## src/core/ebp_pkg.sv

```systemverilog
// Package for the external bus pin sharing block: register map, fields, carriers
package ebp_pkg;

  // ****************************************
  // Register map (byte addresses)
  // ****************************************
  localparam logic [3:0] EBP_ADDR_CTRL   = 4'h0;
  localparam logic [3:0] EBP_ADDR_UACTL  = 4'h4;
  localparam logic [3:0] EBP_ADDR_STATUS = 4'h8;

  // ****************************************
  // Control register fields
  // ****************************************
  localparam int EBP_CTRL_BUS_EN  = 0;
  localparam int EBP_CTRL_WIDE    = 1;
  localparam int EBP_CTRL_CLK_EN  = 2;
  localparam int EBP_CTRL_RDY_EN  = 3;
  localparam int EBP_CTRL_HOLD_EN = 4;
  localparam int EBP_CTRL_WRH_EN  = 5;
  localparam int EBP_CTRL_W       = 6;

  localparam logic [5:0]  EBP_CTRL_RST  = 6'h00;
  localparam logic [7:0]  EBP_UACTL_RST = 8'h00;
  localparam logic [1:0]  EBP_RESP_OK   = 2'h0;
  localparam logic [1:0]  EBP_RESP_ERR  = 2'h2;

  // Status register fields
  localparam int EBP_STAT_RDY  = 0;
  localparam int EBP_STAT_HREQ = 1;
  localparam int EBP_STAT_HACK = 2;

  // Function enables decoded from the control register
  typedef struct packed {
    logic bus_en;
    logic wide;
    logic clk_en;
    logic rdy_en;
    logic hold_en;
    logic wrh_en;
  } ebp_ctrl_t;

  // One tri-state pin group
  typedef struct packed {
    logic [7:0] o;
    logic [7:0] oe;
  } ebp_pins8_t;

endpackage

```

## src/core/ebp_pin_share.sv

```systemverilog
// External bus pin sharing: per-pin selection between port logic and bus functions
`timescale 1ns/1ns
`default_nettype none

// Functional notes
// - Upper data pins belong to the port in 8-bit external bus mode.
// - Upper data pins carry bidirectional bus data 8..15 in 16-bit mode.
// - Upper-address pins whose control bit selects port act as port bits.
// - Address 16..23 driven only with bus active and control bit selecting address.
// - Clock output pin drives clock when enabled, else returns to port.
// - Ready pin sampled as ready only when enabled, otherwise port bit.
// - Hold acknowledge driven when hold enabled, otherwise port bit.
// - Hold request taken from pin when hold enabled, otherwise port bit.
// - Upper write strobe driven only in 16-bit mode with strobe enabled.
module ebp_pin_share
  import ebp_pkg::*;
(
  input  wire  logic        clk_sys_i,
  input  wire  logic        rstn_i,
  input  wire  logic        ce_i,
  // AXI4-Lite slave
  input  wire  logic [3:0]  s_axi_awaddr,
  input  wire  logic        s_axi_awvalid,
  output logic              s_axi_awready,
  input  wire  logic [31:0] s_axi_wdata,
  input  wire  logic [3:0]  s_axi_wstrb,
  input  wire  logic        s_axi_wvalid,
  output logic              s_axi_wready,
  output logic [1:0]        s_axi_bresp,
  output logic              s_axi_bvalid,
  input  wire  logic        s_axi_bready,
  input  wire  logic [3:0]  s_axi_araddr,
  input  wire  logic        s_axi_arvalid,
  output logic              s_axi_arready,
  output logic [31:0]       s_axi_rdata,
  output logic [1:0]        s_axi_rresp,
  output logic              s_axi_rvalid,
  input  wire  logic        s_axi_rready,
  // Port logic side
  input  wire  logic [7:0]  upper_data_port_bits_o_i,
  input  wire  logic [7:0]  upper_data_port_bits_oe_i,
  output logic [7:0]        upper_data_port_bits_in_o,
  input  wire  logic [7:0]  upper_address_port_bits_o_i,
  input  wire  logic [7:0]  upper_address_port_bits_oe_i,
  output logic [7:0]        upper_address_port_bits_in_o,
  input  wire  logic [4:0]  ctl_port_bits_o_i,
  input  wire  logic [4:0]  ctl_port_bits_oe_i,
  output logic [4:0]        ctl_port_bits_in_o,
  // Bus controller side
  input  wire  logic [7:0]  upper_data_bus_bits_o_i,
  input  wire  logic        upper_data_bus_drive_i,
  output logic [7:0]        upper_data_bus_bits_in_o,
  input  wire  logic [7:0]  upper_address_bus_bits_i,
  input  wire  logic        bus_clock_i,
  output logic              ext_ready_o,
  input  wire  logic        hold_acknowledge_out_i,
  output logic              hold_request_in_o,
  input  wire  logic        upper_byte_write_strobe_i,
  // Pads
  input  wire  logic [7:0]  pad_data_i,
  output logic [7:0]        pad_data_o,
  output logic [7:0]        pad_data_oe_o,
  input  wire  logic [7:0]  pad_addr_i,
  output logic [7:0]        pad_addr_o,
  output logic [7:0]        pad_addr_oe_o,
  input  wire  logic [4:0]  pad_ctl_i,
  output logic [4:0]        pad_ctl_o,
  output logic [4:0]        pad_ctl_oe_o
);

  // ****************************************
  // Control registers
  // ****************************************
  logic [EBP_CTRL_W-1:0] ctrl_q;
  logic [7:0]            uactl_q;
  ebp_ctrl_t             cfg;

  // Field by field, so register bit positions do not hang on struct member order
  assign cfg = '{bus_en:  ctrl_q[EBP_CTRL_BUS_EN],
                 wide:    ctrl_q[EBP_CTRL_WIDE],
                 clk_en:  ctrl_q[EBP_CTRL_CLK_EN],
                 rdy_en:  ctrl_q[EBP_CTRL_RDY_EN],
                 hold_en: ctrl_q[EBP_CTRL_HOLD_EN],
                 wrh_en:  ctrl_q[EBP_CTRL_WRH_EN]};

  // ****************************************
  // AXI4-Lite write channel
  // ****************************************
  logic        aw_q;
  logic        w_q;
  logic [3:0]  awaddr_q;
  logic [31:0] wdata_q;
  logic        wstrb0_q;
  logic        bvalid_q;
  logic [1:0]  bresp_q;
  logic        wr_go;

  assign s_axi_awready = ~aw_q & ~bvalid_q;
  assign s_axi_wready  = ~w_q & ~bvalid_q;
  assign s_axi_bvalid  = bvalid_q;
  assign s_axi_bresp   = bresp_q;
  assign wr_go         = aw_q & w_q & ~bvalid_q;

  // Capture address and data in either order
  always_ff @(posedge clk_sys_i or negedge rstn_i) begin
    if (!rstn_i) begin
      aw_q     <= 1'b0;
      w_q      <= 1'b0;
      awaddr_q <= 4'h0;
      wdata_q  <= 32'h0;
      wstrb0_q <= 1'b0;
    end else if (ce_i) begin
      if (s_axi_awvalid && s_axi_awready) begin
        aw_q     <= 1'b1;
        awaddr_q <= s_axi_awaddr;
      end else if (wr_go) begin
        aw_q <= 1'b0;
      end
      if (s_axi_wvalid && s_axi_wready) begin
        w_q      <= 1'b1;
        wdata_q  <= s_axi_wdata;
        wstrb0_q <= s_axi_wstrb[0];
      end else if (wr_go) begin
        w_q <= 1'b0;
      end
    end
  end

  // Register update and write response
  always_ff @(posedge clk_sys_i or negedge rstn_i) begin
    if (!rstn_i) begin
      ctrl_q   <= EBP_CTRL_RST;
      uactl_q  <= EBP_UACTL_RST;
      bvalid_q <= 1'b0;
      bresp_q  <= EBP_RESP_OK;
    end else if (ce_i) begin
      if (wr_go) begin
        bvalid_q <= 1'b1;
        bresp_q  <= EBP_RESP_OK;
        case (awaddr_q)
          EBP_ADDR_CTRL: begin
            if (wstrb0_q) ctrl_q <= wdata_q[EBP_CTRL_W-1:0];
          end
          EBP_ADDR_UACTL: begin
            if (wstrb0_q) uactl_q <= wdata_q[7:0];
          end
          EBP_ADDR_STATUS: ;
          default: bresp_q <= EBP_RESP_ERR;
        endcase
      end else if (s_axi_bready) begin
        bvalid_q <= 1'b0;
      end
    end
  end

  // ****************************************
  // AXI4-Lite read channel
  // ****************************************
  logic        rvalid_q;
  logic [31:0] rdata_q;
  logic [1:0]  rresp_q;
  logic [2:0]  status;

  assign s_axi_arready = ~rvalid_q;
  assign s_axi_rvalid  = rvalid_q;
  assign s_axi_rdata   = rdata_q;
  assign s_axi_rresp   = rresp_q;

  // Live function pin levels seen by the bus
  assign status = {cfg.hold_en & hold_acknowledge_out_i, hold_request_in_o, ext_ready_o};

  // Read data registered one cycle after address
  always_ff @(posedge clk_sys_i or negedge rstn_i) begin
    if (!rstn_i) begin
      rvalid_q <= 1'b0;
      rdata_q  <= 32'h0;
      rresp_q  <= EBP_RESP_OK;
    end else if (ce_i) begin
      if (s_axi_arvalid && s_axi_arready) begin
        rvalid_q <= 1'b1;
        rresp_q  <= EBP_RESP_OK;
        case (s_axi_araddr)
          EBP_ADDR_CTRL:   rdata_q <= {26'h0, ctrl_q};
          EBP_ADDR_UACTL:  rdata_q <= {24'h0, uactl_q};
          EBP_ADDR_STATUS: rdata_q <= {29'h0, status};
          default: begin
            rdata_q <= 32'h0;
            rresp_q <= EBP_RESP_ERR;
          end
        endcase
      end else if (s_axi_rready) begin
        rvalid_q <= 1'b0;
      end
    end
  end

  // ****************************************
  // Pin ownership
  // ****************************************
  logic       data_bus_own;
  logic [7:0] addr_bus_own;
  logic       clk_own;
  logic       wrh_own;

  assign data_bus_own = cfg.bus_en & cfg.wide;
  assign clk_own      = cfg.clk_en;
  assign wrh_own      = cfg.bus_en & cfg.wide & cfg.wrh_en;

  // Upper data byte: bus data in 16-bit mode, port otherwise
  always_comb begin
    if (data_bus_own) begin
      pad_data_o    = upper_data_bus_bits_o_i;
      pad_data_oe_o = {8{upper_data_bus_drive_i}};
    end else begin
      pad_data_o    = upper_data_port_bits_o_i;
      pad_data_oe_o = upper_data_port_bits_oe_i;
    end
  end
  assign upper_data_bus_bits_in_o  = data_bus_own ? pad_data_i : 8'h00;
  assign upper_data_port_bits_in_o = pad_data_i;

  // Upper address byte selected bit by bit
  genvar gi;
  generate
    for (gi = 0; gi < 8; gi++) begin : g_addr
      assign addr_bus_own[gi]  = cfg.bus_en & uactl_q[gi];
      assign pad_addr_o[gi]    = addr_bus_own[gi] ? upper_address_bus_bits_i[gi]
                                                  : upper_address_port_bits_o_i[gi];
      assign pad_addr_oe_o[gi] = addr_bus_own[gi] | upper_address_port_bits_oe_i[gi];
    end
  endgenerate
  assign upper_address_port_bits_in_o = pad_addr_i;

  // Control pins: clock, ready, hold ack, hold req, upper strobe
  always_comb begin
    pad_ctl_o    = ctl_port_bits_o_i;
    pad_ctl_oe_o = ctl_port_bits_oe_i;
    if (clk_own) begin
      pad_ctl_o[0]    = bus_clock_i;
      pad_ctl_oe_o[0] = 1'b1;
    end
    if (cfg.rdy_en) begin
      pad_ctl_oe_o[1] = 1'b0;
    end
    if (cfg.hold_en) begin
      pad_ctl_o[2]    = hold_acknowledge_out_i;
      pad_ctl_oe_o[2] = 1'b1;
      pad_ctl_oe_o[3] = 1'b0;
    end
    if (wrh_own) begin
      pad_ctl_o[4]    = upper_byte_write_strobe_i;
      pad_ctl_oe_o[4] = 1'b1;
    end
  end
  assign ext_ready_o        = cfg.rdy_en ? pad_ctl_i[1] : 1'b1;
  assign hold_request_in_o  = cfg.hold_en & pad_ctl_i[3];
  assign ctl_port_bits_in_o = pad_ctl_i;
endmodule
`default_nettype wire

```

## config.mk

```make
export PLATFORM = sky130hd
export DESIGN_NAME = ebp_pin_share
export DESIGN_NICKNAME = d
export VERILOG_FILES = /design/src/core/ebp_pkg.sv /design/src/core/ebp_pin_share.sv
export SDC_FILE = /design/constraint.sdc
export NUM_CORES = 1
export LEC_CHECK = 0
export ABC_CLOCK_PERIOD_IN_PS = 3600
export BUFFER_PORTS_ARGS = -buffer_cell sky130_fd_sc_hd__buf_4
export CAP_MARGIN = 20
export CELL_PAD_IN_SITES_DETAIL_PLACEMENT = 0
export CELL_PAD_IN_SITES_GLOBAL_PLACEMENT = 1
export CORE_MARGIN = 2
export CORE_UTILIZATION = 27
export CTS_BUF_LIST = sky130_fd_sc_hd__clkbuf_16
export DETAILED_ROUTE_END_ITERATION = 10
export PLACE_DENSITY = 0.9
export SYNTH_ARGS = -nofsm -noshare
export SYNTH_HDL_FRONTEND = slang
export SYNTH_SLANG_ARGS = --single-unit
```

## constraint.sdc

```tcl
create_clock -name clk_sys_i -period 3.6 [get_ports clk_sys_i]
set_input_delay 0.9 -clock clk_sys_i [delete_from_list [all_inputs] [get_ports clk_sys_i]]
set_output_delay 0.9 -clock clk_sys_i [all_outputs]
set_load 0.03 [all_outputs]
```

# ---- Word level (Yosys, flattened, before mapping)
# Cells that the tools add are included.
dict set report word_totals {
  regBits 67
  inputBits 135
}
dict set report classes {
  n_eq_ne 4
  n_bitwise 28
  mux 29
  n_reduce_logical 21
}
# cell count
set op_table {}
lappend op_table {{$mux W8} 3}
lappend op_table {{$pmux W8 S3} 1}
lappend op_table {{$mux W1} 22}
lappend op_table {{$and A1 B1 Y1} 16}
lappend op_table {{$reduce_and A2 Y1} 8}
lappend op_table {{$eq A4 B3 Y1 const B} 2}
lappend op_table {{$eq A4 B4 Y1 const B} 2}
lappend op_table {{$logic_not A4 Y1} 2}
lappend op_table {{$or A1 B1 Y1} 8}
lappend op_table {{$reduce_and A4 Y1} 2}
lappend op_table {{$reduce_bool A2 Y1} 4}
lappend op_table {{$mux W2} 3}
lappend op_table {{$reduce_or A3 Y1} 2}
lappend op_table {{$not A1 Y1} 4}
lappend op_table {{$logic_and A1 B1 Y1} 3}

# ---- Depth between registers and ports, before layout
# Gate-level depths: netlist of run 1.
dict set report depth {
  depth_word 5
  depth_mapped 4
}

# ---- Least setup slack after synthesis of run 1
# OpenSTA, ideal clock, no wires.
dict set report synth_path {
  path_type {input to output}
  startpoint {input upper_data_bus_drive_i}
  endpoint {output pad_data_oe_o[0]}
  stages 3
  arrival_time_ns 1.528
  slack_ns 1.172
  cell_sequence {and3_1 buf_1 a21o_1}
}
dict set report synth_via {
  elab_chain_len 1
}
# element line_no
set synth_lines {}
lappend synth_lines {{start, declared} ebp_pin_share.sv:51} ;# input wire logic upper_data_bus_drive_i,
lappend synth_lines {{$mux W8} ebp_pin_share.sv:211} ;# if (data_bus_own) begin
lappend synth_lines {{end, declared} ebp_pin_share.sv:62} ;# output logic [7:0] pad_data_oe_o,
# Every way passes these cells.

# ---- Worst setup path in the final report of run 1
dict set report layout_path {
  startpoint {register ctrl_q[1]}
  endpoint {output pad_data_o[4]}
}
dict set report layout_via {
  elab_chain_len 2
}
# element line_no
set layout_lines {}
lappend layout_lines {{start, declared} ebp_pin_share.sv:74} ;# logic [EBP_CTRL_W-1:0] ctrl_q;
lappend layout_lines {{start signal, assigned} ebp_pin_share.sv:142} ;# if (wstrb0_q) ctrl_q <= wdata_q[EBP_CTRL_W-1:0];
lappend layout_lines {{$and A1 B1 Y1} ebp_pin_share.sv:205} ;# assign data_bus_own = cfg.bus_en & cfg.wide;
lappend layout_lines {{$mux W8} ebp_pin_share.sv:211}
lappend layout_lines {{end, declared} ebp_pin_share.sv:61} ;# output logic [7:0] pad_data_o,
# Every way passes these cells.

==> impl_table.tex, run 1 <==
\begin{tabular}{lr}
\hline
Metric & Value \\
\hline
\multicolumn{2}{l}{\textbf{Placed design}} \\
\quad Hpwl dp & 5734 µm \\
\quad Post-detailed-placement cell area & 0.003714 mm² \\
\quad Number of buffers inserted by port buffering & 169 \\
\quad Global placement routability congestion & 0.7107 \\
\multicolumn{2}{l}{\textbf{Logic synthesis}} \\
\quad Area share of the largest cell type after synthesis & 0.3981 \\
\quad Yosys warns & 0 \\
\quad Post-synthesis instance area & 0.002577 mm² \\
\quad Yosys cell types & 33 \\
\quad Mean instance size in the synthesized netlist & 10.52 µm² \\
\quad Synth area leader & dfrtp\_1 \\
\quad Register area share after synthesis & 0.3981 \\
\quad Synthesized instance count & 245 \\
\quad Count of state elements after synthesis & 41 \\
\quad Largest cells by area after synthesis & dfrtp\_1 40\%, mux2\_2 17\%, buf\_4 14\%, mux2\_4 4.7\%, nand2\_1 3.8\% \\
\multicolumn{2}{l}{\textbf{Cells and area}} \\
\quad Relative area change from synthesis to final layout & 50.39\% \\
\quad Total number of nets in the final design & 525 \\
\quad Final design instance area without fill & 0.003876 mm² \\
\quad Antenna cells & 0 \\
\quad Filler Cell Count & 884 \\
\quad Fraction of final layout cells sized beyond drive strength 1 & 0.5857 \\
\multicolumn{2}{l}{\textbf{Global routing}} \\
\quad Global-route congestion overflow total & 0 \\
\quad Wire length of the first global-routing pass & 10220 µm \\
\quad Vias in the first global route & 2095 \\
\quad Maximum number of pins on one net before global-route repair & 42 \\
\quad Number of antenna violations at the first check in global routing & 0 \\
\quad Total global-route track usage & 0.1250 \\
\multicolumn{2}{l}{\textbf{Clocking}} \\
\quad Skew-Pair Late Insertion Delay & 0.28 ns \\
\quad H-Tree Depth & 2 \\
\quad Num Clock Sinks & 41 \\
\quad Root Buffer Master & clkbuf\_16 \\
\quad Clock slew at the register clock pins of the worst setup and hold paths & 0.06 ns \\
\quad Post-CTS setup-driven buffer insertion count & 0 \\
\quad TritonCTS clock tree & yes \\
\quad Maximum clock insertion buffer count & 2 \\
\quad Post-CTS Resized & 0 \\
\quad Total clock buffers created by CTS & 5 \\
\quad CTS Hold Buffers Added & 0 \\
\multicolumn{2}{l}{\textbf{Floorplanning}} \\
\quad Ports placed on the boundary & 249 \\
\quad Starting Density & 0.2789 \\
\quad Total die area & 0.01034 mm² \\
\quad Area inside the core boundary & 0.009240 mm² \\
\quad DIE WIDTH & 101.7 µm \\
\quad Y dimension of the die & 101.7 µm \\
\quad \# rows & 35 \\
\multicolumn{2}{l}{\textbf{Routing}} \\
\quad Iter 0 DRT Violations & 56 \\
\quad Average routed wire per standard cell & 13.43 µm \\
\quad Post-route DRC violation count & 0 \\
\quad Post-route antenna net violation count & 0 \\
\quad Total vias in the final route & 2216 \\
\quad Via-per-instance ratio & 4.262 \\
\quad First-pass detailed-route iteration total & 4 \\
\quad Final wirelength & 6986 µm \\
\multicolumn{2}{l}{\textbf{Setup path}} \\
\quad Type of origin of the critical path & register \\
\quad Required arrival time at the worst endpoint & 2.70 ns \\
\quad Critical path arrival & 1.88 ns \\
\quad Kind of critical path & register to output pin \\
\quad Worst-path maximum fanout & 16 \\
\quad Capturing element type of the critical path & output pin \\
\quad Worst reg-to-reg setup slack & 1.58 ns \\
\quad Critical path, cell by cell & nand2\_1 -> mux2\_2 -> buf\_4 \\
\quad Delay of the slowest cell on the worst path & 0.51 ns \\
\quad CP max-delay cell & dfrtp\_1 \\
\multicolumn{2}{l}{\textbf{STA}} \\
\quad RSZ-0062 raised after global routing & false \\
\quad Maximum achievable frequency & 360.3 MHz \\
\quad Final Setup Violations & 0 \\
\quad Clock period minus final worst setup slack & 2.776 ns \\
\quad Final Hold Fails & 0 \\
\quad Post-route clock skew & 0.005559 ns \\
\quad Max-Slew Margin vs Limit & 0.4437 \\
\quad Pins Over Slew Limit & 0 \\
\quad Worst-Margin Slew & 0.8233 ns \\
\quad Period Utilization, post-route & 0.7710 \\
\quad Setup TNS & 0 ns \\
\multicolumn{2}{l}{\textbf{Hold path}} \\
\quad Hold/Removal Path Class & register to register \\
\multicolumn{2}{l}{\textbf{Power}} \\
\quad Worst vdd rail ir drop & 224.3 µV \\
\quad Power density over the cells & 515.9 mW/mm² \\
\quad P\_leak & 0.002052 µW \\
\multicolumn{2}{l}{\textbf{Outcome}} \\
\quad Result of the run & finished, final reports clean \\
\multicolumn{2}{l}{\textbf{Run}} \\
\quad Max Cap Violations & 0 \\
\hline
\end{tabular}
-- critical path, delay by kind of cell, from the launching register on --
family,cells,cell delay (ns)
flip-flops,1,0.51
AND/OR/NAND/NOR,1,0.51
multiplexers,1,0.41
buffers and inverters,1,0.17
-- worst paths after layout --
path                                               to  cells past startpoint                       start
setup / recovery                        pad_data_o[4]                      3       ctrl_q[1]$_DFFE_PN0P_
hold / removal             s_axi_rresp[1]$_DFFE_PN0P_                      2  s_axi_rresp[1]$_DFFE_PN0P_
setup reg to reg               uactl_q[4]$_DFFE_PN0P_                      3     awaddr_q[1]$_DFFE_PN0P_
hold reg to reg            s_axi_rresp[1]$_DFFE_PN0P_                      2  s_axi_rresp[1]$_DFFE_PN0P_
max in group asynchronous  s_axi_rresp[1]$_DFFE_PN0P_                      1                      rstn_i
min in group asynchronous     awaddr_q[1]$_DFFE_PN0P_                      1                      rstn_i
-- routing by layer --
layer | GRT usage | up-vias | wire [µm]
li1 | - | 1059 | -
met1 | 0.1529 | 1050 | 2853
met2 | 0.2217 | 99 | 3543
met3 | 0.02622 | 8 | 499
met4 | 0.03430 | 0 | 89
met5 | 0 | - | 0
-- registers in the layout (all words and copies together) (netlist names) --
register / count
w_q: 1
s_axi_rvalid: 1
ctrl_q: 6
aw_q: 1
wstrb0_q: 1
uactl_q: 8
s_axi_rdata: 8
wdata_q: 8
s_axi_rresp: 1
awaddr_q: 4
s_axi_bvalid: 1
s_axi_bresp: 1
-- synth_stat cells, drive strengths merged --
cell,number
nor4bb,2
nand3,3
nand2b,11
inv,2
mux2,48
clkbuf,7
buf,51
nand4b,1
a32oi,1
nor3,2
dfrtp,41
nor2b,2
nor2,2
mux2i,3
nand3b,1
nor4b,1
conb,1
or2,2
a211oi,2
o21ai,11
and2,1
or4b,1
o21a,1
a21o,9
a22oi,2
nand2,26
and3b,1
or3,1
and3,9
-- where the power goes --
part / switching (µW) / internal (µW) / total (µW)
clock: 165 / 322 / 486
sequential: 128 / 605 / 732
combinational: 415 / 366 / 781
total: 707 / 1290 / 2000
-- final cells by class --
class | instances | area (µm²) | area share
Timing Repair Buffer | 171 | 1284 | 0.3312
Clock buffer | 5 | 125.1 | 0.03228
Sequential cell | 41 | 1026 | 0.2647
Multi-Input combinational cell | 169 | 1235 | 0.3186
Tap cell | 129 | 161.4 | 0.04164
Inverter | 2 | 7.507 | 0.001937
Clock inverter | 3 | 37.54 | 0.009684
-- cells in the final DEF, fill, tap and decap left out, drive strengths merged, types with 2 or more instances in the layout --
cell type / synthesis / layout
clkbuf: 7 / 5
a21o: 9 / 9
a211oi: 2 / 2
nand2b: 11 / 11
nor3: 2 / 2
nand2: 26 / 26
or2: 2 / 2
nor4bb: 2 / 2
mux2i: 3 / 3
dfrtp: 41 / 41
conb: 1 / 26
o21ai: 11 / 11
mux2: 48 / 48
buf: 51 / 171
inv: 2 / 3
and3: 9 / 9
nand3: 3 / 3
nor2: 2 / 2
nor2b: 2 / 2
a22oi: 2 / 2
-- cell families after synthesis --
logic type	after synthesis	share of synthesized area
other cells	1	0.001455
buf+inv	60	0.1617
compound gates	26	0.06553
flops	41	0.3981
mux	51	0.2330
simple gates	66	0.1403
-- per-stage QoR --
step	total power [µW]	util	setup WS, ns	hold WS [ns]	std cells
after floorplan	1261	-	1.172	0.4718	270
after global placement	1509	0.4019	1.108	0.4675	512
after detailed placement	1535	0.4019	1.088	0.4758	512
after CTS	2029	0.4195	0.8106	0.4887	520
after global routing	2115	0.4195	0.6835	0.5159	520
final	2000	0.4195	0.8243	0.4851	520
No activity file was read; power rests on OpenSTA's default activity.
==> run 2, diff against run 1 <==
--- a/config.mk
+++ b/config.mk
@@ -5,16 +5,16 @@
 export SDC_FILE = /design/constraint.sdc
 export NUM_CORES = 1
 export LEC_CHECK = 0
-export ABC_CLOCK_PERIOD_IN_PS = 3600
+export ABC_CLOCK_PERIOD_IN_PS = 2310
 export BUFFER_PORTS_ARGS = -buffer_cell sky130_fd_sc_hd__buf_4
 export CAP_MARGIN = 20
 export CELL_PAD_IN_SITES_DETAIL_PLACEMENT = 0
 export CELL_PAD_IN_SITES_GLOBAL_PLACEMENT = 1
 export CORE_MARGIN = 2
-export CORE_UTILIZATION = 27
+export CORE_UTILIZATION = 22
 export CTS_BUF_LIST = sky130_fd_sc_hd__clkbuf_16
 export DETAILED_ROUTE_END_ITERATION = 10
-export PLACE_DENSITY = 0.9
+export PLACE_DENSITY = 0.79
 export SYNTH_ARGS = -nofsm -noshare
 export SYNTH_HDL_FRONTEND = slang
 export SYNTH_SLANG_ARGS = --single-unit
==> constraint.sdc (replaced) <==
create_clock -name clk_sys_i -period 2.31 [get_ports clk_sys_i]
set_input_delay 0.5775 -clock clk_sys_i [delete_from_list [all_inputs] [get_ports clk_sys_i]]
set_output_delay 0.5775 -clock clk_sys_i [all_outputs]
set_load 0.03 [all_outputs]
==> run 2 against run 1 <==
Net effect: wire length up 7.2%; worst setup slack got worse by 0.66 ns; power rose by 58%; final cell count is 3.8% higher; clock skew shrank 0.0014 ns; final area rose by 1.8%; largest cell class unchanged; largest power group unchanged.
==> impl_table.tex, run 2 (synthesis results as in run 1) <==
\begin{tabular}{lr}
\hline
Metric & Value \\
\hline
\multicolumn{2}{l}{\textbf{STA}} \\
\quad Post-route clock skew & 0.004136 ns \\
\quad Maximum achievable frequency & 466.4 MHz \\
\quad RSZ-0062 raised after global routing & false \\
\quad Final Hold Fails & 0 \\
\quad Final Setup Violations & 0 \\
\quad Max-Slew Margin vs Limit & 0.6321 \\
\quad Pins Over Slew Limit & 0 \\
\quad Worst-Margin Slew & 0.5442 ns \\
\quad Setup TNS & 0 ns \\
\quad Period Utilization, post-route & 0.9282 \\
\quad Clock period minus final worst setup slack & 2.144 ns \\
\multicolumn{2}{l}{\textbf{Cells and area}} \\
\quad Antenna cells & 0 \\
\quad Final cell utilization of the core & 0.3455 \\
\quad Filler Cell Count & 1191 \\
\quad Highest-count cells in the layout ignoring fill and taps & 177 x buf\_4, 41 x dfrtp\_1, 40 x mux2\_2 \\
\quad Fraction of final layout cells sized beyond drive strength 1 & 0.5970 \\
\quad Sequential standard cell area & 0.001026 mm² \\
\quad Multi-input gate area & 0.001237 mm² \\
\quad Most frequent standard cell in the layout excluding fill and tap cells & buf\_4 \\
\quad Total number of nets in the final design & 531 \\
\quad Relative area change from synthesis to final layout & 53.06\% \\
\quad Final design instance area without fill & 0.003945 mm² \\
\multicolumn{2}{l}{\textbf{Floorplanning}} \\
\quad Ports placed on the boundary & 249 \\
\quad Y dimension of the die & 112.2 µm \\
\quad Area inside the core boundary & 0.01142 mm² \\
\quad Total die area & 0.01260 mm² \\
\quad \# rows & 39 \\
\quad DIE WIDTH & 112.2 µm \\
\quad Starting Density & 0.2257 \\
\multicolumn{2}{l}{\textbf{Global routing}} \\
\quad Wire length of the first global-routing pass & 11920 µm \\
\quad Vias in the first global route & 2301 \\
\quad Maximum number of pins on one net before global-route repair & 42 \\
\quad Global-route congestion overflow total & 0 \\
\quad Total global-route track usage & 0.1166 \\
\quad Number of antenna violations at the first check in global routing & 0 \\
\multicolumn{2}{l}{\textbf{Setup path}} \\
\quad Cell type with the highest occurrence count on the critical path & buf\_4 \\
\quad Critical path, cell by cell & buf\_4 -> and3\_1 -> a21o\_1 -> buf\_4 \\
\quad Required arrival time at the worst endpoint & 1.73 ns \\
\quad CP max-delay cell & dfrtp\_1 \\
\quad Depth of the worst register-to-register path & 3 \\
\quad Critical path arrival & 1.57 ns \\
\quad Worst reg-to-reg setup slack & 0.31 ns \\
\quad Delay of the slowest cell on the worst path & 0.36 ns \\
\quad Launch point of the worst reg-to-reg path & awaddr\_q[1]\$\_DFFE\_PN0P\_ \\
\quad Critical path launch point & ctrl\_q[0]\$\_DFFE\_PN0P\_ \\
\quad Capturing element type of the critical path & output pin \\
\quad Kind of critical path & register to output pin \\
\quad Worst path buffer plus inverter count & 2 \\
\quad Reg-to-Reg End & uactl\_q[0]\$\_DFFE\_PN0P\_ \\
\quad Type of origin of the critical path & register \\
\quad Family with the most delay on the worst path & buffers and inverters \\
\quad Worst-path maximum fanout & 20 \\
\multicolumn{2}{l}{\textbf{Power}} \\
\quad Internal Dissipation & 2038 µW \\
\quad Power density over the cells & 801.7 mW/mm² \\
\quad Worst vdd rail ir drop & 324.3 µV \\
\quad Switching power summed over all nets & 1124 µW \\
\quad Combinational cell fraction of total power & 0.400 \\
\quad Sequential group share of total power & 0.357 \\
\quad Final total power & 3163 µW \\
\quad Clk network pwr share & 0.243 \\
\quad P\_leak & 0.002078 µW \\
\quad Fraction of power spent switching nets & 0.3554 \\
\multicolumn{2}{l}{\textbf{Clocking}} \\
\quad TritonCTS clock tree & yes \\
\quad Total clock buffers created by CTS & 5 \\
\quad Skew-Pair Late Insertion Delay & 0.27 ns \\
\quad H-Tree Depth & 2 \\
\quad CTS Hold Buffers Added & 0 \\
\quad Num Clock Sinks & 41 \\
\quad Clock slew at the register clock pins of the worst setup and hold paths & 0.06 ns \\
\quad Maximum clock insertion buffer count & 2 \\
\quad Root Buffer Master & clkbuf\_16 \\
\multicolumn{2}{l}{\textbf{Routing}} \\
\quad Post-route antenna net violation count & 0 \\
\quad Iter 0 DRT Violations & 68 \\
\quad Total vias in the final route & 2190 \\
\quad First-pass detailed-route iteration total & 4 \\
\quad Average routed wire per standard cell & 13.86 µm \\
\quad Via-per-instance ratio & 4.056 \\
\quad Final wirelength & 7486 µm \\
\quad Post-route DRC violation count & 0 \\
\multicolumn{2}{l}{\textbf{Placed design}} \\
\quad Hpwl dp & 6284 µm \\
\quad Global placement routability congestion & 0.7570 \\
\quad Post-detailed-placement cell area & 0.003776 mm² \\
\quad Number of buffers inserted by port buffering & 169 \\
\multicolumn{2}{l}{\textbf{Run}} \\
\quad Max Cap Violations & 0 \\
\multicolumn{2}{l}{\textbf{Hold path}} \\
\quad Hold/Removal Path Class & primary input to async pin \\
\multicolumn{2}{l}{\textbf{Outcome}} \\
\quad Result of the run & finished, final reports clean \\
\hline
\end{tabular}
run 2: final cells by class:
class	count	area share
repair buffers	177	0.3368
clock inverters	3	0.01047
inverters	2	0.001903
multi-input cells	169	0.3137
well taps	143	0.04535
flip-flops and latches	41	0.2601
clock buffers	5	0.03172
run 2: power groups by stage:
stage | logic (µW) | registers, µW | clock network (µW)
after floorplan | 815 | 1150 | 0
after global placement | 1260 | 1130 | 0
after detailed placement | 1280 | 1140 | 0
after CTS | 1280 | 1130 | 793
after global routing | 1360 | 1180 | 827
final | 1270 | 1130 | 768
run 2: per-layer routing:
metal  part of all wire  vias up  routed length [µm]  track usage
met4             0.0088        0                  66      0.03333
li1                   -     1073                   -            -
met3              0.050       10                 377      0.02052
met1               0.42     1024                3178       0.1495
met5                  0        -                   0            0
met2               0.52       83                3864       0.2020
run 2: how the worst max path moves through the flow:
stage                     cells after the start  slack, ns                      to
final                                         4       0.17        pad_data_oe_o[5]
after global routing                          4       0.08        pad_data_oe_o[5]
after CTS                                     3       0.05           pad_data_o[5]
after detailed placement                      3       0.30  uactl_q[0]$_DFFE_PN0P_
after global placement                        3       0.31  uactl_q[3]$_DFFE_PN0P_
after floorplan                               3       0.42           pad_data_o[5]
run 2: stage by stage:
stage / hold WS, ns / instances / setup WS (ns)
finish: 0.2790 / 540 / 0.1659
global route: 0.3131 / 540 / 0.08323
CTS: 0.2998 / 540 / 0.05183
detailed placement: 0.4706 / 532 / 0.3021
global placement: 0.4668 / 532 / 0.3120
floorplan: 0.2819 / 270 / 0.4175
run 2: timing repair:
item / in CTS / in global routing
resized for setup: 0 / 1
buffers inserted: 0 / 0
setup endpoints to repair: 0 / 8
run 2: worst reg2reg max path: stages, from the launching register on:
cell and delay (ns):
dfrtp_1 0.38, or4b_1 0.55, or3_1 0.57, mux2_4 0.38
